## src/design/eth_status_map.vh

```
// register map, field positions and reset values of the ethernet status block
`ifndef ETH_STATUS_MAP_VH
`define ETH_STATUS_MAP_VH

// register base byte addresses (word aligned)
`define IRQ_REQ_BASE      6'h00
`define RXOK_STATS_BASE   6'h10
`define IRQ_STAT_BASE     6'h20
`define IRQ_MASK_BASE     6'h24
`define RX_BUFFER_COUNT_BASE       6'h28

// alias word offsets added to a register base
`define ALIAS_DIRECT      2'h0
`define ALIAS_CLEAR       2'h1
`define ALIAS_SET         2'h2
`define ALIAS_INVERT      2'h3

// flag positions in the interrupt request register
`define FLAG_OVFLW        0
`define FLAG_BUFNA        1
`define FLAG_ABORT        2
`define FLAG_DONE         3
`define FLAG_UNUSED       4
`define FLAG_ACT          5
`define FLAG_PEND         6
`define FLAG_W            7

// writable (software changeable) flags: all but pending and the unused bit
`define FLAG_SW_MASK      7'h2f

// counter widths, steps and reset values
`define RXOK_W            16
`define RXOK_RESET        16'h0000
`define RX_BUFFER_COUNT_W          8
`define RX_BUFFER_COUNT_RESET      8'h00
`define RXOK_STEP         16'h0001
`define BUF_STEP          8'h01
`define FLAGS_RESET       7'h00
`define EV_RESET          2'h0
`define EV_BIT_RESET      1'b0

// block event status bits
`define EV_W              2
`define EV_PEND           0
`define EV_RXOK_WRAP      1

`define ZERO32            32'h00000000
`endif

```

## src/design/eth_irq_status.v

```verilog
// ethernet interrupt request flags, frames-received-ok counter, wishbone slave
`timescale 1ns/1ps
`include "eth_status_map.vh"

module eth_irq_status (
	// clock and reset
	input  wire        clk_i,
	input  wire        rst_i,
	// wishbone classic slave
	input  wire        cyc_i,
	input  wire        stb_i,
	input  wire        we_i,
	input  wire [5:0]  adr_i,
	input  wire [3:0]  sel_i,
	input  wire [31:0] dat_i,
	output reg  [31:0] dat_o,
	output reg         ack_o,
	output reg         err_o,
	// internal events, one-cycle pulses from the same clock
	input  wire        rx_fifo_write_i,
	input  wire        tx_done_i,
	input  wire        tx_abort_i,
	input  wire        rx_desc_overrun_i,
	input  wire        rx_fifo_overflow_i,
	input  wire        frame_rx_ok_i,
	input  wire        frame_fcs_err_i,
	input  wire        frame_align_err_i,
	input  wire        buffer_count_increment_i,
	input  wire        buffer_count_decrement_i,
	// interrupt and status
	output wire        irq_o,
	output reg  [7:0]  rx_buffer_count_o
);

	reg  [6:0]  flags_reg;
	reg  [6:0]  flags_next;
	reg  [15:0] rxok_reg;
	reg  [15:0] rxok_next;
	wire [1:0]  ev_stat_reg;
	wire [1:0]  stat_clear;
	wire        pend_rise;
	wire        frame_counted;
	reg         rxok_wrap;
	wire [6:0]  flags_alias;
	wire [15:0] rxok_alias;
	reg  [1:0]  ev_mask_reg;
	reg  [1:0]  ev_mask_next;
	reg  [7:0]  rx_buffer_count_next;
	reg  [31:0] rd_data;
	reg         hit;

	wire        req = cyc_i & stb_i & ~ack_o & ~err_o;
	wire        wr  = req & we_i;
	wire        rd  = req & ~we_i;
	wire [5:0]  base = {adr_i[5:4], 4'h0};
	wire [1:0]  alias_sel = adr_i[3:2];
	wire        is_irq  = base == `IRQ_REQ_BASE;
	wire        is_rxok = base == `RXOK_STATS_BASE;
	wire        is_stat = adr_i == `IRQ_STAT_BASE;
	wire        is_mask = adr_i == `IRQ_MASK_BASE;
	wire        is_bcnt = adr_i == `RX_BUFFER_COUNT_BASE;

	// byte-enabled write data, unselected lanes act as zero
	wire [31:0] wmask = {{8{sel_i[3]}}, {8{sel_i[2]}}, {8{sel_i[1]}}, {8{sel_i[0]}}};
	wire [31:0] wdat  = dat_i & wmask;

	// value the flags and the frame counter would take from this write, one alias unit each
	alias_apply #(.W(7)) u_flags_alias (
		.cur_i   (flags_reg),
		.val_i   (wdat[6:0]),
		.lanes_i (wmask[6:0]),
		.kind_i  (alias_sel),
		.res_o   (flags_alias)
	);

	alias_apply #(.W(16)) u_rxok_alias (
		.cur_i   (rxok_reg),
		.val_i   (wdat[15:0]),
		.lanes_i (wmask[15:0]),
		.kind_i  (alias_sel),
		.res_o   (rxok_alias)
	);

	// a frame with any receive error is never counted
	assign frame_counted = frame_rx_ok_i & ~frame_fcs_err_i & ~frame_align_err_i;

	// write-one-to-clear strobes of the event status register
	assign stat_clear = {2{wr & is_stat}} & wdat[1:0];
	assign pend_rise  = flags_next[`FLAG_PEND] & ~flags_reg[`FLAG_PEND];

	// address decode and read mux
	always @* begin
		hit = 1'b1;
		rd_data = `ZERO32;
		if (is_irq) begin
			rd_data[6:0] = flags_reg;
			rd_data[`FLAG_UNUSED] = 1'b0;
		end else if (is_rxok) begin
			rd_data[15:0] = rxok_reg;
		end else if (is_stat) begin
			rd_data[1:0] = ev_stat_reg;
		end else if (is_mask) begin
			rd_data[1:0] = ev_mask_reg;
		end else if (is_bcnt) begin
			rd_data[7:0] = rx_buffer_count_o;
		end else begin
			hit = 1'b0;
		end
	end

	// buffer count: hardware increments, hardware decrement lowers it, not below zero
	always @* begin
		rx_buffer_count_next = rx_buffer_count_o;
		if (buffer_count_increment_i && !buffer_count_decrement_i)
			rx_buffer_count_next = rx_buffer_count_o + `BUF_STEP;
		else if (buffer_count_decrement_i && !buffer_count_increment_i &&
			rx_buffer_count_o != `RX_BUFFER_COUNT_RESET)
			rx_buffer_count_next = rx_buffer_count_o - `BUF_STEP;
		// limitation: the count wraps past all ones, the buffer manager must not overfill
	end

	// interrupt request flags
	always @* begin
		flags_next = flags_reg;
		// software write through any alias, pending and unused bits excluded
		if (wr && is_irq)
			flags_next = (flags_alias & `FLAG_SW_MASK) | (flags_reg & ~`FLAG_SW_MASK);
		// hardware sets win over a same-cycle clear
		if (rx_fifo_write_i)
			flags_next[`FLAG_ACT] = 1'b1;
		if (tx_done_i)
			flags_next[`FLAG_DONE] = 1'b1;
		if (tx_abort_i)
			flags_next[`FLAG_ABORT] = 1'b1;
		if (rx_desc_overrun_i)
			flags_next[`FLAG_BUFNA] = 1'b1;
		if (rx_fifo_overflow_i)
			flags_next[`FLAG_OVFLW] = 1'b1;
		// pending follows the count only, writes never touch it
		flags_next[`FLAG_PEND] = rx_buffer_count_next != `RX_BUFFER_COUNT_RESET;
		flags_next[`FLAG_UNUSED] = 1'b0;
	end

	// frames received ok counter
	always @* begin
		rxok_next = rxok_reg;
		rxok_wrap = 1'b0;
		if (wr && is_rxok)
			rxok_next = rxok_alias;
		// a read of the direct alias clears, unless both low byte enables are off
		if (rd && is_rxok && alias_sel == `ALIAS_DIRECT && (sel_i[0] | sel_i[1]))
			rxok_next = `RXOK_RESET;
		// a frame arriving with the read is counted after the clear, not lost
		if (frame_counted) begin
			rxok_next = rxok_next + `RXOK_STEP;
			rxok_wrap = rxok_next == `RXOK_RESET;
		end
	end

	// event status: a hardware set beats a same-cycle write-one clear
	sticky_event u_pend_rise (
		.clk_i   (clk_i),
		.rst_i   (rst_i),
		.set_i   (pend_rise),
		.clear_i (stat_clear[`EV_PEND]),
		.flag_o  (ev_stat_reg[`EV_PEND])
	);

	sticky_event u_rxok_wrap (
		.clk_i   (clk_i),
		.rst_i   (rst_i),
		.set_i   (rxok_wrap),
		.clear_i (stat_clear[`EV_RXOK_WRAP]),
		.flag_o  (ev_stat_reg[`EV_RXOK_WRAP])
	);

	always @* begin
		ev_mask_next = ev_mask_reg;
		if (wr && is_mask)
			ev_mask_next = (ev_mask_reg & ~wmask[1:0]) | wdat[1:0];
	end

	assign irq_o = |(ev_stat_reg & ev_mask_reg);

	// interrupt request flags
	always @(posedge clk_i) begin
		if (rst_i) begin
			flags_reg <= `FLAGS_RESET;
		end else begin
			flags_reg <= flags_next;
		end
	end

	// frames received ok counter
	always @(posedge clk_i) begin
		if (rst_i) begin
			rxok_reg <= `RXOK_RESET;
		end else begin
			rxok_reg <= rxok_next;
		end
	end

	// receive buffer count
	always @(posedge clk_i) begin
		if (rst_i) begin
			rx_buffer_count_o <= `RX_BUFFER_COUNT_RESET;
		end else begin
			rx_buffer_count_o <= rx_buffer_count_next;
		end
	end

	// event mask
	always @(posedge clk_i) begin
		if (rst_i) begin
			ev_mask_reg <= `EV_RESET;
		end else begin
			ev_mask_reg <= ev_mask_next;
		end
	end

	// bus answer, one wait-free cycle per access; data is zero outside a read answer
	// so a master that samples late sees nothing stale
	always @(posedge clk_i) begin
		if (rst_i) begin
			ack_o <= 1'b0;
			err_o <= 1'b0;
			dat_o <= `ZERO32;
		end else begin
			ack_o <= req & hit;
			err_o <= req & ~hit;
			dat_o <= (rd & hit) ? rd_data : `ZERO32;
		end
	end

endmodule

// direct, clear, set and invert write of one register
module alias_apply #(
	parameter W = 16
) (
	// current value and write
	input  wire [W-1:0] cur_i,
	input  wire [W-1:0] val_i,
	input  wire [W-1:0] lanes_i,
	input  wire [1:0]   kind_i,
	// value after the write
	output reg  [W-1:0] res_o
);

	// aliases act on the bits written as one, direct writes honour the lanes
	always @* begin
		case (kind_i)
			`ALIAS_DIRECT: res_o = (cur_i & ~lanes_i) | (val_i & lanes_i);
			`ALIAS_CLEAR:  res_o = cur_i & ~val_i;
			`ALIAS_SET:    res_o = cur_i | val_i;
			`ALIAS_INVERT: res_o = cur_i ^ val_i;
			default:       res_o = cur_i;
		endcase
	end

endmodule

// sticky event bit, set by hardware and cleared by writing a one
module sticky_event (
	// clock and reset
	input  wire clk_i,
	input  wire rst_i,
	// set and clear strobes
	input  wire set_i,
	input  wire clear_i,
	// flag
	output reg  flag_o
);

	always @(posedge clk_i) begin
		if (rst_i) begin
			flag_o <= `EV_BIT_RESET;
		end else begin
			// set wins so that an event racing the clear is not lost
			flag_o <= set_i | (flag_o & ~clear_i);
		end
	end

endmodule

```

## config.mk

```make
export PLATFORM = sky130hd
export DESIGN_NAME = eth_irq_status
export DESIGN_NICKNAME = d
export VERILOG_FILES = /design/src/design/eth_irq_status.v
export VERILOG_INCLUDE_DIRS = /design/src /design/src/design
export SDC_FILE = /design/constraint.sdc
export NUM_CORES = 1
export LEC_CHECK = 0
export BUFFER_PORTS_ARGS = -buffer_cell sky130_fd_sc_hd__buf_2
export CAP_MARGIN = 5
export CORE_ASPECT_RATIO = 1.4
export CORE_MARGIN = 2
export CORE_UTILIZATION = 44
export CTS_BUF_LIST = sky130_fd_sc_hd__clkbuf_16
export DETAILED_ROUTE_END_ITERATION = 8
export PLACE_DENSITY = 0.7
export SETUP_SLACK_MARGIN = 0.1
export SYNTH_ARGS = -nofsm -noshare
export SYNTH_HDL_FRONTEND = slang
export SYNTH_SLANG_ARGS = --single-unit
```

## constraint.sdc

```tcl
create_clock -name clk_i -period 3 [get_ports clk_i]
set_input_delay 0.15 -clock clk_i [delete_from_list [all_inputs] [get_ports clk_i]]
set_output_delay 0.15 -clock clk_i [all_outputs]
set_load 0.05 [all_outputs]
```

* Word level (Yosys, flattened, before mapping)
Index checks and enable logic that the tools add are counted. Widths: inputs -> output; s select.
Operators by class: $add $sub $neg 3, equal/unequal tests 7, mux-type cells 26, bitwise logic cells 51, reduce and logical (&&, ||, !) cells 25
Operator list (count):
- $and 16x16->16 | 4
- $pmux 16 s4 | 1
- $mux 16 | 3
- $mux 8 | 4
- $not 16->16 | 2
- $or 16x16->16 | 2
- $pmux 6 s4 | 1
- $and 6x6->6 | 3
- $eq 6x6->1 const B | 3
- $mux 6 | 3
- $add 16x1->16 const B | 1
- $logic_not 16->1 | 1
- $reduce_bool 8->1 | 2
- $xor 16x16->16 | 1
- $and 1x1->1 | 14
- $not 6->6 | 2
- $or 6x6->6 | 2
- $mux 1 | 11
- $not 1->1 | 11
- $reduce_bool 2->1 | 5
- $logic_and 1x1->1 | 9
- $add 8x1->8 const B | 1
- $sub 8x1->8 const B | 1
- $mux 7 | 1
- other kinds (15) | 24
Storage, ports and cells: register bits 69, input port bits 57, word-level logic and storage cells 130

* Longest topological paths before layout
depth in word-level cells 12, depth in mapped cells 15, depth with buffers taken out 12

* Modules after synthesis
Synthesis repeated with hierarchy kept, for this count alone.
Unflattened totals: cell total of the unflattened synthesis 596, area total of the unflattened synthesis 5109.9 um^2
Modules (own cells, without submodules):
- eth_irq_status | times used 1, cells each 421, area an instance 3343.2 um^2, seq. area each 1001.0 um^2
- alias_apply (u_rxok_alias) | times used 1, cells each 116, area an instance 1162.4 um^2, seq. area each 0.0 um^2
- alias_apply (u_flags_alias) | times used 1, cells each 51, area an instance 526.8 um^2, seq. area each 0.0 um^2
- sticky_event | times used 2, cells each 4, area an instance 38.8 um^2, seq. area each 20.0 um^2

* Worst setup path after synthesis
No wires, ideal clock.
path type input -> register, start point input sel_i[0], end point register u_rxok_wrap.flag_o, library setup time 0.085 ns, data arrival time 2.793 ns, setup slack 0.123 ns, stages on the path 14, path buffers 3, path through buf_6 clkbuf_1 nand2_1 ha_1 mux4_2 nand2_1 nand2_1 ha_1 and4_1 buf_2 a211oi_1 a21oi_1 a311o_1 o31ai_2
On the way: cells in the longest elaborated chain, start to end 10, elaborated cells between the ends (all ways) 21
RTL lines:
- start, declared | line eth_irq_status.v:14 | input wire [3:0] sel_i,
- $and 16x16->16 / $not 16->16 (equally long branches) | line eth_irq_status.v:65, eth_irq_status.v:253
- $and 16x16->16 / $not 16->16 (equally long branches) | line eth_irq_status.v:253, eth_irq_status.v:254
- $or 16x16->16 / $and 16x16->16 (equally long branches) | line eth_irq_status.v:253, eth_irq_status.v:254
- $pmux 16 s4 | line eth_irq_status.v:252 | case (kind_i)
- $mux 16 | line eth_irq_status.v:148 | if (wr && is_rxok)
- $mux 16 | line eth_irq_status.v:151 | if (rd && is_rxok && alias_sel == `ALIAS_DIRECT && (sel_i[0] | sel_i[1]))
- $add 16x1->16 (no source line)
- $logic_not 16->1 (no source line)
- $mux 1 | line eth_irq_status.v:154 | if (frame_counted) begin
- $or 1x1->1 * | line eth_irq_status.v:280 | flag_o <= set_i | (flag_o & ~clear_i);
- end signal, assigned | line eth_irq_status.v:277 | flag_o <= `EV_BIT_RESET;
- end signal, assigned | line eth_irq_status.v:280
- end, declared | line eth_irq_status.v:272 | output reg flag_o
Every way passes the cells marked *; elsewhere a longest branch is shown, timed or not. A chain may end at the register's enable or synchronous reset.

* Final worst setup path
start point register rxok_reg[3], end point register u_rxok_wrap.flag_o
On the way: cells in the longest elaborated chain, start to end 9, elaborated cells between the ends (all ways) 12
RTL lines:
- start, declared | line eth_irq_status.v:37 | reg [15:0] rxok_reg;
- start signal, assigned | line eth_irq_status.v:197 | rxok_reg <= `RXOK_RESET;
- start signal, assigned | line eth_irq_status.v:199 | rxok_reg <= rxok_next;
- $and 16x16->16 | line eth_irq_status.v:253 | `ALIAS_DIRECT: res_o = (cur_i & ~lanes_i) | (val_i & lanes_i);
- $or 16x16->16 | line eth_irq_status.v:253
- $pmux 16 s4 | line eth_irq_status.v:252
- $mux 16 * | line eth_irq_status.v:148
- $mux 16 * | line eth_irq_status.v:151
- $add 16x1->16 (no source line) *
- $logic_not 16->1 (no source line) *
- $mux 1 * | line eth_irq_status.v:154
- $or 1x1->1 * | line eth_irq_status.v:280
Marks and branches as above.

==> flow_summary.json <==
{
  "chipWidth_um": 88.1,
  "vias": 3983,
  "ir_worst_vdd_mv": 0.222,
  "cts_buffers": 5,
  "drt_first_iter_violations": 139,
  "portBuffers": 65,
  "ys_ff_latch": 52,
  "drive_above_1_share_pct": 24.3,
  "synth_most_common_cell": "nand2_1",
  "crit_path_end_kind": "flop",
  "power_density_nw_per_um2": 468,
  "synth_top_area_share_pct": 23.9,
  "ys.warnings.count": 0,
  "slew_headroom_pct": 56.4,
  "cts_tree": "yes",
  "htreeDepth": 2,
  "first_global_vias": 3954,
  "path_buf_inv": 3,
  "avgViaCountPerCell": 5.38,
  "cts_num_sinks": 52,
  "power.total_mw": 2.38,
  "cts-hold-fix-buffers": 0,
  "post_drt_wl_per_cell_um": 14.6,
  "netlist_top_cells_count": "nand2_1, dfxtp_1, nor2_1, ha_1, inv_1",
  "grt_pass1_wl_um": 17800,
  "fin_tns_setup_ns": 0,
  "ys_seq_area_share_pct": 23.9,
  "worst_pin_slew_ns": 0.652,
  "hold_viol_final": 0,
  "synth_area_um2": 4360,
  "core_area_um2": 9790,
  "crit_family": "compound AO/OA/AOI/OAI gates",
  "crit_required_ns": 3.22,
  "fin_util_pct": 51.9,
  "synth_area_leader_cell": "dfxtp_1",
  "clockBufferDepth": 2,
  "synth_edf_count": 0,
  "ant_nets": 0,
  "cts_root_buf": "clkbuf_16",
  "num_io_pins": 100,
  "crit_chain": "inv_1, ha_1, mux4_2, nand2_1, a221oi_2, nand4_2, buf_4, inv_2, or3b_1, a311o_1, o31ai_2",
  "slew_violations": 0,
  "crit_path_max_incr_delay_ns": 0.47,
  "grt.overflow.total": 0,
  "insertedDiodeCount": 0,
  "cp.arrival_ns": 2.99,
  "dr.pass1.iters": 4,
  "syn-instance-count": 525,
  "hp-class": "input pin to flop",
  "skew_ns": 0.00971,
  "multi_input_area_um2": 2960,
  "outcome": "completed",
  "path_max_fanout": 6,
  "insertion_delay_ns": 0.30,
  "final-setup-viol-count": 0,
  "die_h_um": 122,
  "finalWorstSetupSlack_ns": 0.233,
  "yosysUniqueCellTypes": 74,
  "hpwl_um": 8480,
  "async_flop_share_pct": 0,
  "rows": 43,
  "post-place-ws_ns": 0.0692,
  "routed_wl_um": 10800,
  "clk_pin_slew_ns": 0.07,
  "synth_ff_type": "dfxtp_1",
  "leakagePower_nw": 2.40,
  "route.detailed.drc": 0,
  "start_util_pct": 44.5,
  "gp_congestion": 0.883,
  "worstSetupPathType": "flop to flop",
  "syn_to_final_growth_pct": 16.6,
  "clock.fmax_mhz": 361,
  "synthTopCellsByArea": "dfxtp_1, ha_1, mux4_2, nand2_1, nor2_1",
  "grt_start_max_net_pins": 37,
  "period_needed_ns": 2.77,
  "register_area_um2": 1050,
  "startpoint_type": "flop",
  "maxCapViolCount": 0,
  "rsz0062_at_grt": "no",
  "grt_usage_pct": 20.8,
  "antenna_found_initial": 0,
  "fin_crit_sh_pct": 92.2,
  "critical_path.slowest_cell": "mux4_2",
  "syn_avg_cell_area_um2": 8.30,
  "dieArea_um2": 10700,
  "fillCellCount": 947,
  "nets": 708
}
-- stage by stage --
step | std cells | instance area, µm² | hold slack (ns)
after floorplan | 540 | 4420 | 0.262
after global placement | 732 | 4910 | 0.366
after detailed placement | 732 | 4910 | 0.369
after CTS | 739 | 5050 | 0.0576
after global routing | 740 | 5080 | 0.0714
final | 740 | 5080 | 0.0543
-- logic make-up (layout without fill, tap and decap cells) --
logic type,count (synthesis),count (layout),synth area share [%]
buffers and inverters,88,153,9.87
AND/OR/NAND/NOR,176,176,20.5
adder cells (fa/ha/maj),46,46,13.2
flip-flops,52,52,23.9
AO/OA/AOI/OAI,111,111,17.6
multiplexers,33,33,11.3
XOR/XNOR,18,18,3.62
other,1,16,0.0860
-- power by group --
group	internal, mW	total [mW]	switching (mW)
combinational	0.344	0.926	0.582
sequential	0.763	0.886	0.123
clock	0.304	0.568	0.264
-- metal layers --
metal | vias to the layer above | GRT usage, % | share of wire, %
li1 | 1962 | - | -
met1 | 1901 | 23.3 | 41
met2 | 102 | 38.4 | 53
met3 | 18 | 3.12 | 4.4
met4 | 0 | 8.71 | 2.1
met5 | - | 0 | 0
-- worst reg2reg max path: stages (launching register included) --
cell      delay (ns)
dfxtp_1         0.41
inv_1           0.12
ha_1            0.30
mux4_2          0.47
nand2_1         0.11
a221oi_2        0.09
nand4_2         0.12
buf_4           0.16
inv_2           0.06
or3b_1          0.36
a311o_1         0.33
o31ai_2         0.17
-- layout make-up --
cell class / count / share of cell area (%)
inverter: 45 / 3.32
clock buffer: 5 / 2.46
timing repair buffer: 101 / 11.7
sequential: 52 / 20.6
multi-input combinational: 400 / 58.3
tap: 135 / 3.32
clock inverter: 2 / 0.246
-- timing repair --
action,CTS,global route
endpoints found under the setup margin,0,1
resized for setup,0,11
setup buffers,0,1
-- worst paths after layout --
kind / start / to / slack (ns) / depth (start not counted)
worst min-delay path: rst_i / ack_o$_SDFF_PP0_ / 0.05 / 2
worst max-delay path: rxok_reg[3]$_SDFF_PP0_ / u_rxok_wrap.flag_o$_SDFF_PP0_ / 0.23 / 11
worst max register to register: rxok_reg[3]$_SDFF_PP0_ / u_rxok_wrap.flag_o$_SDFF_PP0_ / 0.23 / 11
worst min register to register: rxok_reg[14]$_SDFF_PP0_ / dat_o[14]$_SDFF_PP0_ / 0.52 / 1
-- cells in the final DEF, fill, tap and decap left out, types with 15 or more instances in the layout --
| cell | n |
|---|---|
| a21oi_1 | 30 |
| buf_4 | 36 |
| dfxtp_1 | 47 |
| buf_2 | 65 |
| nor2_1 | 50 |
| o21ai_0 | 24 |
| mux2i_1 | 15 |
| conb_1 | 16 |
| inv_1 | 44 |
| nand2_1 | 53 |
| ha_1 | 46 |
No activity file was read; power rests on OpenSTA's default activity.
